File: config.mk
export PLATFORM = sky130hd
export DESIGN_NAME = acq_host_port
export DESIGN_NICKNAME = d
export VERILOG_FILES = /design/src/pkg/acq_pkg.sv /design/src/pkg/acq_mem_if.sv /design/src/acq_result_mem.sv /design/src/acq_host_port.sv
export VERILOG_INCLUDE_DIRS = /design/src /design/src/pkg
export SDC_FILE = /design/constraint.sdc
export NUM_CORES = 1
export LEC_CHECK = 0
export ABC_AREA = 1
export BUFFER_PORTS_ARGS = -buffer_cell sky130_fd_sc_hd__buf_2
export CAP_MARGIN = 20
export CORE_MARGIN = 10
export CORE_UTILIZATION = 45
export DETAILED_ROUTE_END_ITERATION = 8
export GPL_TIMING_DRIVEN = 0
export HOLD_SLACK_MARGIN = 0.06
export SYNTH_ARGS = -nofsm -noshare
export SYNTH_HDL_FRONTEND = slang
export SYNTH_SLANG_ARGS = --single-unit
File: constraint.sdc
create_clock -name clk -period 5.6 [get_ports clk]
set_clock_uncertainty 0.15 [all_clocks]
set_input_delay 0.84 -clock clk [delete_from_list [all_inputs] [get_ports clk]]
set_output_delay 0.84 -clock clk [all_outputs]
set_load 0.03 [all_outputs]
File: src/pkg/acq_map.svh
`ifndef ACQ_MAP_SVH
`define ACQ_MAP_SVH

// ----------------------------------------------------------------
// Timing
// ----------------------------------------------------------------
`define ACQ_CLK_PERIOD_NS 50
`define ACQ_INT_OSC_PERIOD_NS 200
`define ACQ_INT_OSC_DIV (`ACQ_INT_OSC_PERIOD_NS / `ACQ_CLK_PERIOD_NS)
`define ACQ_CONV_TICKS 14
`define ACQ_EOC_PULSE_NS 100
`define ACQ_EOC_CLKS ((`ACQ_EOC_PULSE_NS + `ACQ_CLK_PERIOD_NS - 1) / `ACQ_CLK_PERIOD_NS)

// ----------------------------------------------------------------
// Field positions in the synchronised pin vector
// ----------------------------------------------------------------
`define ACQ_PIN_WIDTH 16
`define ACQ_PIN_DIN_LO 0
`define ACQ_PIN_DIN_HI 3
`define ACQ_PIN_PICK_LO 4
`define ACQ_PIN_PICK_HI 7
`define ACQ_PIN_SEQSRC 8
`define ACQ_PIN_WR 9
`define ACQ_PIN_RD 10
`define ACQ_PIN_CS 11
`define ACQ_PIN_TRIG 12
`define ACQ_PIN_CONVCLK 13
`define ACQ_PIN_CLKSRC 14
`define ACQ_PIN_LOW_POWER_HOLD_N 15

// ----------------------------------------------------------------
// Reset values and result slot count
// ----------------------------------------------------------------
`define ACQ_PIN_IDLE 16'h9E00
`define ACQ_CHSEL_RESET 4'hF
`define ACQ_SLOTS 4

`endif

File: src/pkg/acq_pkg.sv
`include "acq_map.svh"

package acq_pkg;
    // Sequencer states, one-hot
    typedef enum logic [2:0] {
        ACQ_IDLE = 3'b001,
        ACQ_CONV = 3'b010,
        ACQ_EOC = 3'b100
    } acq_state_t;

    typedef logic [`ACQ_PIN_WIDTH-1:0] acq_pins_t;

    // Whole state of the control core
    typedef struct packed {
        acq_pins_t s1;
        acq_pins_t s2;
        acq_pins_t s3;
        acq_pins_t flt;
        acq_pins_t fltPrev;
        acq_state_t state;
        logic [3:0] chanSel;
        logic [3:0] mask;
        logic [1:0] chan;
        logic [1:0] slot;
        logic [1:0] rdPtr;
        logic [2:0] resCount;
        logic [1:0] divCnt;
        logic [3:0] tickCnt;
        logic [1:0] eocCnt;
        logic busy;
        logic eocN;
        logic hold;
        logic powerSave;
        logic dataOe;
        logic [11:0] dataOut;
        logic memWr;
        logic [1:0] memAddr;
        logic [11:0] memData;
    } acq_core_t;

    // Whole state of the result store
    typedef struct packed {
        logic [`ACQ_SLOTS-1:0][11:0] cells;
        logic [11:0] rdData;
    } acq_mem_t;
endpackage : acq_pkg

File: src/pkg/acq_mem_if.sv
interface acq_mem_if;
    logic wrEn;
    logic [1:0] wrAddr;
    logic [11:0] wrData;
    logic [1:0] rdAddr;
    logic [11:0] rdData;

    modport ctrl (output wrEn, output wrAddr, output wrData, output rdAddr, input rdData);
    modport mem (input wrEn, input wrAddr, input wrData, input rdAddr, output rdData);
endinterface : acq_mem_if

File: src/acq_result_mem.sv
module acq_result_mem
    import acq_pkg::*;
(
    input wire logic clk,
    input wire logic rst,
    acq_mem_if.mem port
);
    acq_mem_t r;
    acq_mem_t n;

    // ------------------------------------------------------------
    // Store and registered read
    // ------------------------------------------------------------
    // Read data is registered, so the host port sees one cycle of latency
    always_comb begin
        n = r;
        if (port.wrEn) begin
            n.cells[port.wrAddr] = port.wrData;
        end
        n.rdData = r.cells[port.rdAddr];
    end

    always_ff @(posedge clk or posedge rst) begin
        if (rst) begin
            r <= '0;
        end else begin
            r <= n;
        end
    end

    assign port.rdData = r.rdData;
endmodule : acq_result_mem

File: src/acq_host_port.sv
`include "acq_map.svh"

// Behaviour
// - With the standby input high the block runs, with it low it sits in power save.
// - Clock source low ticks conversions from the internal divider, high from the clock pin.
// - A channel conversion takes fourteen conversion clocks before its result and end pulse.
// - Results leave on twelve three-state lines, line 11 most significant, floating unless read.
// - Bipolar variants give two's complement and the unipolar variant straight binary.
// - The low four data lines drive on reads and are driven by the host on chip-selected writes.
// - Channel-select bit 0 enables channel 1 up to bit 3 for channel 4.
// - Each finished conversion pulses the end-of-conversion line low briefly; it idles high.
// - A rising trigger edge holds all channels, latches the selection and starts converting.
// - Busy rises on the trigger edge and stays high until all selected channels are done.
// - A rising write strobe with chip select low and read high loads the low four lines.
// - Sequence source low takes the selection from the hardware pins, high from the register.
module acq_host_port
    import acq_pkg::*;
#(
    parameter bit UNIPOLAR_RANGE = 1'b0
) (
    input wire logic clk,
    input wire logic rst,
    input wire logic lowPowerHoldN,
    input wire logic clockSourceSelect,
    input wire logic conversionClockIn,
    input wire logic sampleTriggerN,
    input wire logic chipSelectN,
    input wire logic readStrobeN,
    input wire logic writeStrobeN,
    input wire logic sequenceSourceSelect,
    input wire logic [3:0] hwChannelPick,
    input wire logic [3:0] parallelDataLinesIn,
    input wire logic [11:0] sarCode,
    output logic [11:0] parallelDataLinesOut,
    output logic parallelDataLinesOe,
    output logic busy,
    output logic endOfConvN,
    output logic trackHold,
    output logic [1:0] convChannel,
    output logic powerSave
);
    // ------------------------------------------------------------
    // Helpers
    // ------------------------------------------------------------
    // Lowest enabled channel goes first; used at start and after each result
    function automatic logic [1:0] firstChan(input logic [3:0] m);
        logic [1:0] c;
        c = 2'h0;
        for (int i = 3; i >= 0; i--) begin
            if (m[i]) begin
                c = 2'(i);
            end
        end
        return c;
    endfunction : firstChan

    // Raw code from the converter core is offset binary
    function automatic logic [11:0] codeOut(input logic [11:0] raw);
        return UNIPOLAR_RANGE ? raw : {~raw[11], raw[10:0]};
    endfunction : codeOut

    acq_core_t r;
    acq_core_t n;
    acq_pins_t pinVec;
    acq_pins_t rise;
    logic intTick;
    logic convTick;
    logic [3:0] selMask;
    logic [2:0] ptrNext;

    acq_mem_if memIf ();

    acq_result_mem u_mem (
        .clk(clk),
        .rst(rst),
        .port(memIf.mem)
    );

    assign pinVec = {lowPowerHoldN, clockSourceSelect, conversionClockIn, sampleTriggerN,
                     chipSelectN, readStrobeN, writeStrobeN, sequenceSourceSelect,
                     hwChannelPick, parallelDataLinesIn};

    // ------------------------------------------------------------
    // Next-state logic
    // ------------------------------------------------------------
    always_comb begin
        n = r;
        n.memWr = 1'b0;
        // Three-stage sync; a change counts only when stages two and three agree
        n.s1 = pinVec;
        n.s2 = r.s1;
        n.s3 = r.s2;
        n.flt = (r.s3 & ~(r.s2 ^ r.s3)) | (r.flt & (r.s2 ^ r.s3));
        n.fltPrev = r.flt;
        rise = r.flt & ~r.fltPrev;

        // Internal oscillator stand-in: free-running divider
        intTick = (r.divCnt == 2'(`ACQ_INT_OSC_DIV - 1));
        n.divCnt = intTick ? 2'h0 : r.divCnt + 2'h1;
        convTick = r.flt[`ACQ_PIN_CLKSRC] ? rise[`ACQ_PIN_CONVCLK] : intTick;

        n.powerSave = ~r.flt[`ACQ_PIN_LOW_POWER_HOLD_N];
        selMask = r.flt[`ACQ_PIN_SEQSRC] ? r.chanSel
                                         : r.flt[`ACQ_PIN_PICK_HI:`ACQ_PIN_PICK_LO];

        // Host read: drive all twelve lines only while selected and reading
        n.dataOe = ~r.flt[`ACQ_PIN_CS] & ~r.flt[`ACQ_PIN_RD];
        n.dataOut = memIf.rdData;
        ptrNext = {1'b0, r.rdPtr} + 3'h1;
        if (rise[`ACQ_PIN_RD] && !r.flt[`ACQ_PIN_CS]) begin
            n.rdPtr = (ptrNext >= r.resCount) ? 2'h0 : ptrNext[1:0];
        end

        // Host write: bit i enables channel i+1
        if (rise[`ACQ_PIN_WR] && !r.flt[`ACQ_PIN_CS] && r.flt[`ACQ_PIN_RD]) begin
            n.chanSel = r.flt[`ACQ_PIN_DIN_HI:`ACQ_PIN_DIN_LO];
        end

        case (r.state)
            ACQ_IDLE: begin
                // Standby and an empty selection both refuse a start
                if (rise[`ACQ_PIN_TRIG] && r.flt[`ACQ_PIN_LOW_POWER_HOLD_N] && selMask != 4'h0) begin
                    n.state = ACQ_CONV;
                    n.busy = 1'b1;
                    n.hold = 1'b1;
                    n.mask = selMask;
                    n.chan = firstChan(selMask);
                    n.tickCnt = 4'h0;
                    n.slot = 2'h0;
                    n.resCount = 3'h0;
                    n.rdPtr = 2'h0;
                end
            end
            ACQ_CONV: begin
                if (convTick) begin
                    if (r.tickCnt == 4'(`ACQ_CONV_TICKS - 1)) begin
                        n.state = ACQ_EOC;
                        n.eocN = 1'b0;
                        n.eocCnt = 2'h0;
                        n.memWr = 1'b1;
                        n.memAddr = r.slot;
                        n.memData = codeOut(sarCode);
                        n.mask[r.chan] = 1'b0;
                        n.slot = r.slot + 2'h1;
                        n.resCount = r.resCount + 3'h1;
                    end else begin
                        n.tickCnt = r.tickCnt + 4'h1;
                    end
                end
            end
            ACQ_EOC: begin
                n.eocCnt = r.eocCnt + 2'h1;
                if (r.eocCnt == 2'(`ACQ_EOC_CLKS - 1)) begin
                    n.eocN = 1'b1;
                    n.tickCnt = 4'h0;
                    n.chan = firstChan(r.mask);
                    if (r.mask == 4'h0) begin
                        n.state = ACQ_IDLE;
                        n.busy = 1'b0;
                        n.hold = 1'b0;
                    end else begin
                        n.state = ACQ_CONV;
                    end
                end
            end
            default: begin
                n.state = ACQ_IDLE;
                n.busy = 1'b0;
                n.hold = 1'b0;
                n.eocN = 1'b1;
            end
        endcase
    end

    // ------------------------------------------------------------
    // State register
    // ------------------------------------------------------------
    always_ff @(posedge clk or posedge rst) begin
        if (rst) begin
            r <= '0;
            r.s1 <= `ACQ_PIN_IDLE;
            r.s2 <= `ACQ_PIN_IDLE;
            r.s3 <= `ACQ_PIN_IDLE;
            r.flt <= `ACQ_PIN_IDLE;
            r.fltPrev <= `ACQ_PIN_IDLE;
            r.state <= ACQ_IDLE;
            r.chanSel <= `ACQ_CHSEL_RESET;
            r.eocN <= 1'b1;
        end else begin
            r <= n;
        end
    end

    // Outputs and store port, all from flops
    assign memIf.wrEn = r.memWr;
    assign memIf.wrAddr = r.memAddr;
    assign memIf.wrData = r.memData;
    assign memIf.rdAddr = r.rdPtr;
    assign parallelDataLinesOut = r.dataOut;
    assign parallelDataLinesOe = r.dataOe;
    assign busy = r.busy;
    assign endOfConvN = r.eocN;
    assign trackHold = r.hold;
    assign convChannel = r.chan;
    assign powerSave = r.powerSave;

    // ------------------------------------------------------------
    // Checks
    // ------------------------------------------------------------
    chk_standby_blocks: assert property (@(posedge clk) disable iff (rst)
        (r.state == ACQ_IDLE && !r.flt[`ACQ_PIN_LOW_POWER_HOLD_N]) |=> (r.state == ACQ_IDLE && !r.busy))
        else $error("start taken while in standby");

    chk_ext_clock_pace: assert property (@(posedge clk) disable iff (rst)
        (r.state == ACQ_CONV && r.flt[`ACQ_PIN_CLKSRC] && !rise[`ACQ_PIN_CONVCLK])
        |=> $stable(r.tickCnt))
        else $error("conversion advanced without external clock edge");

    chk_fourteen_ticks: assert property (@(posedge clk) disable iff (rst)
        $fell(r.eocN) |-> ($past(r.tickCnt) == 4'(`ACQ_CONV_TICKS - 1) && $past(convTick)))
        else $error("end pulse not after fourteen clocks");

    chk_bus_floats: assert property (@(posedge clk) disable iff (rst)
        (r.flt[`ACQ_PIN_CS] || r.flt[`ACQ_PIN_RD]) |=> !parallelDataLinesOe)
        else $error("data lines driven without read");

    chk_result_coding: assert property (@(posedge clk) disable iff (rst)
        r.memWr |-> (r.memData[10:0] == $past(sarCode[10:0])
                     && r.memData[11] == ($past(sarCode[11]) ^ ~UNIPOLAR_RANGE)))
        else $error("stored result wrongly coded");

    chk_write_capture: assert property (@(posedge clk) disable iff (rst)
        (rise[`ACQ_PIN_WR] && !r.flt[`ACQ_PIN_CS] && r.flt[`ACQ_PIN_RD])
        |=> r.chanSel == $past(r.flt[`ACQ_PIN_DIN_HI:`ACQ_PIN_DIN_LO]))
        else $error("channel select not captured");

    chk_eoc_pulse: assert property (@(posedge clk) disable iff (rst)
        $fell(r.eocN) |=> !r.eocN ##1 r.eocN)
        else $error("end pulse width wrong");

    chk_busy_start: assert property (@(posedge clk) disable iff (rst)
        (r.state == ACQ_IDLE && rise[`ACQ_PIN_TRIG] && r.flt[`ACQ_PIN_LOW_POWER_HOLD_N] && selMask != 4'h0)
        |=> (r.busy && r.hold && r.mask == $past(selMask)))
        else $error("start did not raise busy and hold");

    chk_busy_end: assert property (@(posedge clk) disable iff (rst)
        $fell(r.busy) |-> ($past(r.state) == ACQ_EOC && $past(r.mask) == 4'h0))
        else $error("busy fell with channels left");

    chk_seq_source: assert property (@(posedge clk) disable iff (rst)
        (r.state == ACQ_IDLE && !r.flt[`ACQ_PIN_SEQSRC] && rise[`ACQ_PIN_TRIG]
         && r.flt[`ACQ_PIN_LOW_POWER_HOLD_N] && selMask != 4'h0)
        |=> r.mask == $past(r.flt[`ACQ_PIN_PICK_HI:`ACQ_PIN_PICK_LO]))
        else $error("hardware selection not used");
endmodule : acq_host_port

==> qor.yml, run 1 <==
setup_path:
  crit_fanout: 6
  end_kind: "primary output"
  r2r-start: "memIf.rdAddr[0]"
  start_kind: "flip-flop"
  crit_type: "flip-flop to primary output"
  arrival_ns: 1.20
  worstPathRequired_ns: 4.61
  critPathLaunch: "convChannel[1]"
cts:
  numCtsBuffers: 17
  clk_latency_ns: 0.43
  cts_sinks: 187
  root_buffer: "clkbuf_16"
  clk_pin_slew_worst_paths_ns: 0.07
  cts_tree: "built"
  cts_buffer_depth: 2
  cts_resized: 0
  cts_max_level: 4
  hold_buffers: 0
  post_cts_buffers: 0
flow_run:
  cap_violations: 0
die:
  initial_core_util: 0.455
  die_w_um: 146
  rows: 46
  ios: 49
  dieArea_um2: 21400
  core_um2: 15800
  die_y_um: 146
timing:
  slew_headroom: 0.573
  hold_viol: 0
  post-route-period-util: 0.392
  tightestPinTransition_ns: 0.640
  rsz0062_at_grt: "false"
  max_freq_mhz: 456
  report.final.slew_viol_count: 0
  tns_ns: 0
  setup_viol: 0
  finalWorstPathRequiredPeriod_ns: 2.19
grt:
  track_usage: 0.138
  grt_max_degree: 47
  grt_pass1_wl_mm: 24.1
  antenna_found_initial: 0
  grt_overflow: 0
  grt_pass1_vias: 4905
place:
  port-buffer-count: 48
  dpl.hpwl_mm: 9.45
  routabilityCongestion: 0.874
cells_and_area:
  area_growth_syn_to_layout_pct: 16.2
  nets: 770
  final_cell_mix: "dfrtp_1, nand2_1, o21ai_0"
  diodes: 0
  drive_gt1_frac: 0.228
  final_common_cell: "dfrtp_1"
synth:
  synthCells: 660
  ys_seq_elements: 187
  synth_fp_nets: 699
  avgSynthCellArea_um2: 10.9
  yosys_warnings: 0
  yosysUniqueCellTypes: 35
  netlist_area_um2: 7180
  ys_seq_area_frac: 0.657
routing:
  vias: 4805
  viasPerCell: 5.01
  dr.pass1.iters: 5
  drc: 0
  drt-wirelength-per-cell_um: 14.8
  route.met2.wl_mm: 6.77
  drt_iter0_markers: 365
  ant_nets: 0
  m1WireLength_mm: 6.43
  dr_wl_met3_um: 745
  top_layer: "met4"
  routed_wl_mm: 14.2
worst_hold_path:
  worstHoldStart: "u_mem.port.rdData[1]"
  hp-class: "flip-flop to flip-flop"
pwr:
  p_leak_nw: 4.07
  fin_total_pwr_mw: 3.15
  power.density_nw_per_um2: 378
  vdd.ir_drop.worst_v: 0.000203
run_status:
  status: "finished clean"
[sequential cells by signal (all words and copies together), names as in the netlist, named ones only]
register and flops:
memIf.wrEn 1, u_mem.r 48, n 32, r 44, convChannel 2, powerSave 1, memIf.wrData 12, parallelDataLinesOut 12
memIf.wrAddr 2, u_mem.port.rdData 12, busy 1, memIf.rdAddr 2, parallelDataLinesOe 1, endOfConvN 1
[Yosys cell counts]
library cell | number | share of area
nand3_2 | 2 | 0.0028
o21ai_1 | 3 | 0.0021
dfrtp_1 | 158 | 0.55
a21oi_1 | 7 | 0.0049
xnor2_1 | 3 | 0.0037
nor3_1 | 1 | 0.00070
inv_1 | 43 | 0.022
nand2_8 | 1 | 0.0028
a21boi_0 | 1 | 0.0010
buf_4 | 17 | 0.018
xor2_1 | 1 | 0.0012
nand2_2 | 12 | 0.010
buf_6 | 1 | 0.0016
a21oi_4 | 1 | 0.0023
nand2_1 | 136 | 0.071
nor2_1 | 46 | 0.024
dfstp_2 | 29 | 0.11
nand3b_1 | 2 | 0.0021
or2_2 | 2 | 0.0017
o211ai_1 | 2 | 0.0021
nand2_4 | 7 | 0.011
ha_1 | 9 | 0.016
nor3b_4 | 1 | 0.0026
inv_4 | 3 | 0.0026
nand4_1 | 7 | 0.0061
maj3_1 | 16 | 0.022
buf_1 | 1 | 0.00052
nand3_1 | 23 | 0.016
o22ai_1 | 13 | 0.011
o21ai_0 | 87 | 0.061
inv_2 | 4 | 0.0021
clkbuf_1 | 14 | 0.0073
nor2_2 | 2 | 0.0017
nor2_4 | 3 | 0.0047
mux2_2 | 2 | 0.0031
[layer usage]
layer / vias to the layer above / global-route usage
li1: 2274 / -
met1: 2380 / 0.177
met2: 129 / 0.215
met3: 22 / 0.0383
met4: 0 / 0.0566
met5: - / 0
[final cells by class]
type                            count  area, um^2
Inverter                           50         199
Tap cell                          216         270
Timing Repair Buffer               52         320
Clock buffer                       21         460
Fill cell                        1400        7430
Clock inverter                     11         110
Sequential cell                   187        4720
Buffer                             33         195
Multi-Input combinational cell    390        2070
[logic make-up (layout without fill, tap and decap cells)]
family / Yosys count / in the layout / share of synthesized area
multiplexers: 2 / 2 / 0.00314
buffers and inverters: 83 / 167 / 0.0544
adder cells (fa/ha/maj): 25 / 25 / 0.0380
flip-flops: 187 / 187 / 0.657
AND/OR/NAND/NOR: 245 / 245 / 0.158
AO/OA/AOI/OAI: 114 / 114 / 0.0844
XOR/XNOR: 4 / 4 / 0.00488
[final timing paths]
kind	cells past startpoint	slack (ns)	endpoint
setup / recovery	2	3.41	convChannel[1]
hold / removal	0	0.20	parallelDataLinesOut[1]
setup reg to reg	8	3.62	memIf.rdAddr[0]
hold reg to reg	0	0.20	parallelDataLinesOut[1]
max in group asynchronous	5	3.81	r[57]
min in group asynchronous	2	0.31	u_mem.port.rdData[3]
[worst max-delay path: stages (launching register included)]
cell     delay, ns
dfrtp_1       0.45
buf_4         0.14
buf_2         0.18
[per-stage QoR]
step | std cells | cell area [um^2] | hold slack, ns | utilization | setup slack [ns]
after floorplan | 660 | 7180 | 0.181 | - | 2.23
after detailed placement | 928 | 7770 | 0.185 | 0.493 | 3.28
after global placement | 924 | 7690 | 0.181 | 0.488 | 1.29
after CTS | 960 | 8340 | 0.200 | 0.529 | 3.40
after global routing | 960 | 8340 | 0.205 | 0.529 | 3.36
final | 960 | 8340 | 0.199 | 0.529 | 3.41
[power by group]
group	total [mW]	internal, mW	switching [mW]
registers	1.52	1.46	0.0609
logic	0.477	0.162	0.316
clock network	1.15	0.642	0.512
Power figures use the tool's default switching activity.
==> inputs of run 2 (changes only) <==
==> constraint.sdc (replaced) <==
create_clock -name clk -period 1.85 [get_ports clk]
set_clock_uncertainty 0.15 [all_clocks]
set_input_delay 0.2775 -clock clk [delete_from_list [all_inputs] [get_ports clk]]
set_output_delay 0.2775 -clock clk [all_outputs]
set_load 0.03 [all_outputs]
==> run 2 against run 1 <==
  * Routed wire length up 2.7%
  * Cell area rose by 4.8%
  * Critical path depth increased by 6
  * Critical path type is now flip-flop to flip-flop
  * Clock power grew to 3.0 times the previous value
  * Largest cell class unchanged
  * Utilization up 2.6 points
==> qor.yml, run 2 (synthesis results as in run 1) <==
pwr:
  power.density_nw_per_um2: 1100
  p_leak_nw: 4.24
  vdd.ir_drop.worst_v: 0.000612
  fin_total_pwr_mw: 9.61
grt:
  track_usage: 0.140
  grt_pass1_vias: 5064
  grt_max_degree: 47
  antenna_found_initial: 0
  grt_pass1_wl_mm: 24.7
  grt_overflow: 0
cells_and_area:
  top_register: "u_mem.r"
  diodes: 0
  register_area_um2: 4720
  area_growth_syn_to_layout_pct: 21.9
  fillers: 1361
  final_cell_mix: "dfrtp_1, nand2_1, o21ai_0"
  drive_gt1_frac: 0.233
  postLayoutCoreUtil: 0.555
  final_common_cell: "dfrtp_1"
  nets: 807
  largest_reg_flops: 48
  finalNonFillerCells: 997
  multi_input_comb_area_um2: 2090
timing:
  finalWorstPathRequiredPeriod_ns: 1.79
  tns_ns: 0
  max_freq_mhz: 557
  report.final.slew_viol_count: 0
  tightestPinTransition_ns: 0.624
  setup_viol: 0
  postLayoutSetupSlackWorst_ns: 0.0555
  slew_headroom: 0.584
  hold_viol: 0
  post-route-period-util: 0.970
die:
  initial_core_util: 0.455
  dieArea_um2: 21400
  ios: 49
  die_y_um: 146
  core_um2: 15800
  rows: 46
  die_w_um: 146
cts:
  root_buffer: "clkbuf_16"
  cts_max_level: 4
  cts_sinks: 187
  numCtsBuffers: 17
  clk_pin_slew_worst_paths_ns: 0.07
  cts_tree: "built"
  clk_latency_ns: 0.43
  cts_buffer_depth: 2
worst_hold_path:
  min_path_cells: 0
  hp-class: "flip-flop to flip-flop"
  worstHoldStart: "n[113]"
  holdPathEnd: "n[97]"
place:
  dpl.hpwl_mm: 9.45
  placedCellCount: 928
  port-buffer-count: 48
  routabilityCongestion: 0.874
  place_ws_ns: -0.129
setup_path:
  timing.reg2reg.setup_slack_ns: 0.06
  crit_fanout: 5
  critPathSlowestCell: "dfrtp_2"
  crit_chain: "ha_4 > ha_1 > a21boi_1 > o21ai_1 > nand3_1 > nand2_1 > nand3_1 > inv_1"
  end_kind: "flip-flop"
  start_kind: "flip-flop"
  r2r-start: "memIf.rdAddr[0]"
  reg2reg_depth: 8
  cpMostUsedCell: "nand3_1"
  arrival_ns: 2.00
  max_stage_delay_ns: 0.46
  worstPathRequired_ns: 2.06
  crit_type: "flip-flop to flip-flop"
  r2r-end: "memIf.rdAddr[0]"
routing:
  dr.pass1.iters: 7
  viasPerCell: 4.96
  vias: 4944
  drt_iter0_markers: 368
  ant_nets: 0
  drt-wirelength-per-cell_um: 14.6
  routed_wl_mm: 14.6
  drc: 0
run_status:
  status: "finished clean"
flow_run:
  cap_violations: 0
-- run 2: cell types whose count changed in the layout (fill, tap and decap cells not counted), sizes merged --
cell         before  now
clkinv            2    3
inv              52   51
buf              71   77
clkbuf           35   36
dlygate4sd3       0   30
-- run 2: timing repair --
item	in CTS	in global routing
endpoints found under the hold margin	51	0
setup endpoints to repair	2	30
pin swaps	0	4
hold buffers	30	0
resized for setup	2	12
setup buffers	2	4
gates cloned	0	0
-- run 2: worst max-delay path by stage --
stage                         start              end  slack [ns]  cells after the start
floorplan                       rst        async pin       -0.96                      1
global placement                rst            r[59]       -1.90                      2
detailed placement  memIf.rdAddr[0]  memIf.rdAddr[0]       -0.13                      8
CTS                 memIf.rdAddr[0]  memIf.rdAddr[0]       0.002                      8
global route        memIf.rdAddr[0]  memIf.rdAddr[0]       -0.02                      8
finish              memIf.rdAddr[0]  memIf.rdAddr[0]        0.06                      8
-- run 2: power by group --
part	leakage, nW	internal (mW)	switching, mW
sequential	2.33	4.42	0.184
combinational	1.64	0.542	0.968
clock	0.264	1.94	1.55
-- run 2: critical path: cells and delay by family (launching register included) --
kind	cells	cell delay [ns]
simple gates	3	0.26
buf+inv	1	0.07
compound gates	2	0.29
fa+ha+maj	2	0.50
flops	1	0.46
-- run 2: cell type report --
class | count | area share
Timing Repair Buffer | 89 | 0.0793
Buffer | 33 | 0.0230
Multi-Input combinational cell | 390 | 0.239
Sequential cell | 187 | 0.540
Clock inverter | 11 | 0.0126
Tap cell | 216 | 0.0309
Clock buffer | 21 | 0.0527
Inverter | 50 | 0.0230
-- run 2: per-layer routing --
| layer | share of wire | global-route usage | up-vias |
|---|---|---|---|
| li1 | - | - | 2345 |
| met1 | 0.45 | 0.180 | 2448 |
| met2 | 0.48 | 0.220 | 128 |
| met3 | 0.054 | 0.0383 | 23 |
| met4 | 0.016 | 0.0581 | 0 |
| met5 | 0 | 0 | - |
-- run 2: per-stage QoR --
stage,hold slack [ns],instance area (um^2)
2_1_floorplan,0.132,7180
3_3_place_gp,0.181,7690
3_5_place_dp,0.185,7770
4_1_cts,0.200,8660
5_1_grt,0.204,8740
6_report,0.199,8740
==> inputs of run 3 (changes only) <==
==> constraint.sdc (replaced) <==
create_clock -name clk -period 2.2 [get_ports clk]
set_clock_uncertainty 0.15 [all_clocks]
set_input_delay 0.33 -clock clk [delete_from_list [all_inputs] [get_ports clk]]
set_output_delay 0.33 -clock clk [all_outputs]
set_load 0.03 [all_outputs]
==> run 3 against run 2 <==
  * Worst hold slack is essentially flat
  * Fmax shrank 9.6%
  * Via count shrank 0.97%
  * Worst setup slack gained 0.16 ns
  * Utilization shrank 0.72 points
  * Register-to-register slack gained 0.16 ns
  * Die area is the same
  * Combinational power shrank 17%
  * Critical path depth is the same
  * Routed wire length shrank 0.67%
  * Power shrank 16%
  * Cell area shrank 1.3%
==> qor.yml, run 3 (synthesis results as in run 1) <==
run_status:
  status: "finished clean"
worst_hold_path:
  holdPathEnd: "n[97]"
  min_path_cells: 0
  worstHoldStart: "n[113]"
  hp-class: "flip-flop to flip-flop"
die:
  initial_core_util: 0.455
  dieArea_um2: 21400
  rows: 46
  die_y_um: 146
  ios: 49
  core_um2: 15800
  die_w_um: 146
grt:
  track_usage: 0.140
  grt_pass1_wl_mm: 24.6
  grt_overflow: 0
  grt_pass1_vias: 5036
  grt_max_degree: 47
  antenna_found_initial: 0
routing:
  vias: 4896
  viasPerCell: 4.95
  dr.pass1.iters: 5
  drt-wirelength-per-cell_um: 14.7
  routed_wl_mm: 14.5
  drt_iter0_markers: 376
  drc: 0
  ant_nets: 0
pwr:
  p_int_mw: 5.79
  seqPwrFrac: 0.479
  power_frac_clock: 0.365
  vdd.ir_drop.worst_v: 0.000523
  switchingPower_mw: 2.28
  power_frac_comb: 0.155
  power.density_nw_per_um2: 935
  p_leak_nw: 4.19
  swShare: 0.283
timing:
  report.final.slew_viol_count: 0
  tightestPinTransition_ns: 0.638
  rsz0062_at_grt: "false"
  holdWs_ns: 0.199
  hold_viol: 0
  slew_headroom: 0.575
  post-route-period-util: 0.902
  max_freq_mhz: 504
  finalWorstPathRequiredPeriod_ns: 1.98
  setup_viol: 0
  postLayoutSetupSlackWorst_ns: 0.215
setup_path:
  timing.reg2reg.setup_slack_ns: 0.22
  worstPathRequired_ns: 2.41
  end_kind: "flip-flop"
  arrival_ns: 2.20
  r2r-end: "memIf.rdAddr[0]"
  r2r-start: "memIf.rdAddr[0]"
  start_kind: "flip-flop"
  crit_fanout: 10
  reg2reg_depth: 8
  crit_type: "flip-flop to flip-flop"
cells_and_area:
  final_cell_mix: "dfrtp_1, nand2_1, o21ai_0"
  fillers: 1363
  final_common_cell: "dfrtp_1"
  diodes: 0
  nets: 799
  area_growth_syn_to_layout_pct: 20.3
  largest_reg_flops: 48
  drive_gt1_frac: 0.220
  top_register: "u_mem.r"
place:
  port-buffer-count: 48
  place_ws_ns: 0.221
  routabilityCongestion: 0.874
  dpl.hpwl_mm: 9.45
cts:
  cts_max_level: 4
  numCtsBuffers: 17
  cts_resized: 0
  cts_buffer_depth: 2
  cts_tree: "built"
  root_buffer: "clkbuf_16"
  post_cts_buffers: 0
  hold_buffers: 29
  clk_latency_ns: 0.43
  clk_pin_slew_worst_paths_ns: 0.07
  cts_sinks: 187
flow_run:
  cap_violations: 0
-- run 3: changes by cell type in the layout (fill, tap and decap cells not counted), sizes merged --
cell	previous run	this run
inv	51	52
buf	77	71
dlygate4sd3	30	29
clkbuf	36	35
clkinv	3	2
-- run 3: worst max path at each step --
stage | endpoint | startpoint
3_5_place_dp | memIf.rdAddr[0] | memIf.rdAddr[0]
2_1_floorplan | async pin | rst
5_1_grt | memIf.rdAddr[0] | memIf.rdAddr[0]
4_1_cts | memIf.rdAddr[0] | memIf.rdAddr[0]
6_report | memIf.rdAddr[0] | memIf.rdAddr[0]
3_3_place_gp | r[59] | rst
-- run 3: metal layers --
layer  global-route usage  part of all wire  up-vias
li1                     -                 -     2329
met1                0.180              0.45     2411
met2                0.219              0.47      130
met3               0.0383             0.053       26
met4               0.0566             0.021        0
met5                    0                 0        -
-- run 3: final cells by class --
class                   count  area [um^2]  share of cell area
plain buffers              33          195              0.0226
clock buffers              21          460              0.0533
clock inverters            11          110              0.0128
inverters                  50          199              0.0231
multi-input cells         390         2070               0.240
flip-flops and latches    187         4720               0.546
well taps                 216          270              0.0313
repair buffers             81          611              0.0707
-- run 3: worst max-delay path: stages (launching register included) --
cell      delay, ns
dfrtp_1        0.50
ha_1           0.36
ha_1           0.27
a21boi_0       0.12
o21ai_0        0.20
nand3_1        0.10
nand2_1        0.08
nand3_1        0.07
inv_1          0.07
-- run 3: stage by stage --
| stage | total power, mW | setup TNS [ns] | cell area, um^2 | cells | util |
|---|---|---|---|---|---|
| after floorplan | 4.86 | -106.60 | 7180 | 660 | - |
| final | 8.07 | 0 | 8630 | 989 | 0.547 |
| after global routing | 8.46 | 0 | 8630 | 989 | 0.547 |
| after CTS | 8.15 | 0 | 8630 | 989 | 0.547 |
| after global placement | 5.09 | -274.29 | 7690 | 924 | 0.488 |
| after detailed placement | 5.16 | 0 | 7770 | 928 | 0.493 |
-- run 3: power by group through the flow --
stage / sequential [mW] / combinational [mW] / clock, mW
finish: 3.87 / 1.25 / 2.95
global placement: 3.92 / 1.17 / 0
CTS: 3.87 / 1.27 / 3.01
detailed placement: 3.93 / 1.22 / 0
global route: 3.90 / 1.40 / 3.15
floorplan: 3.93 / 0.924 / 0
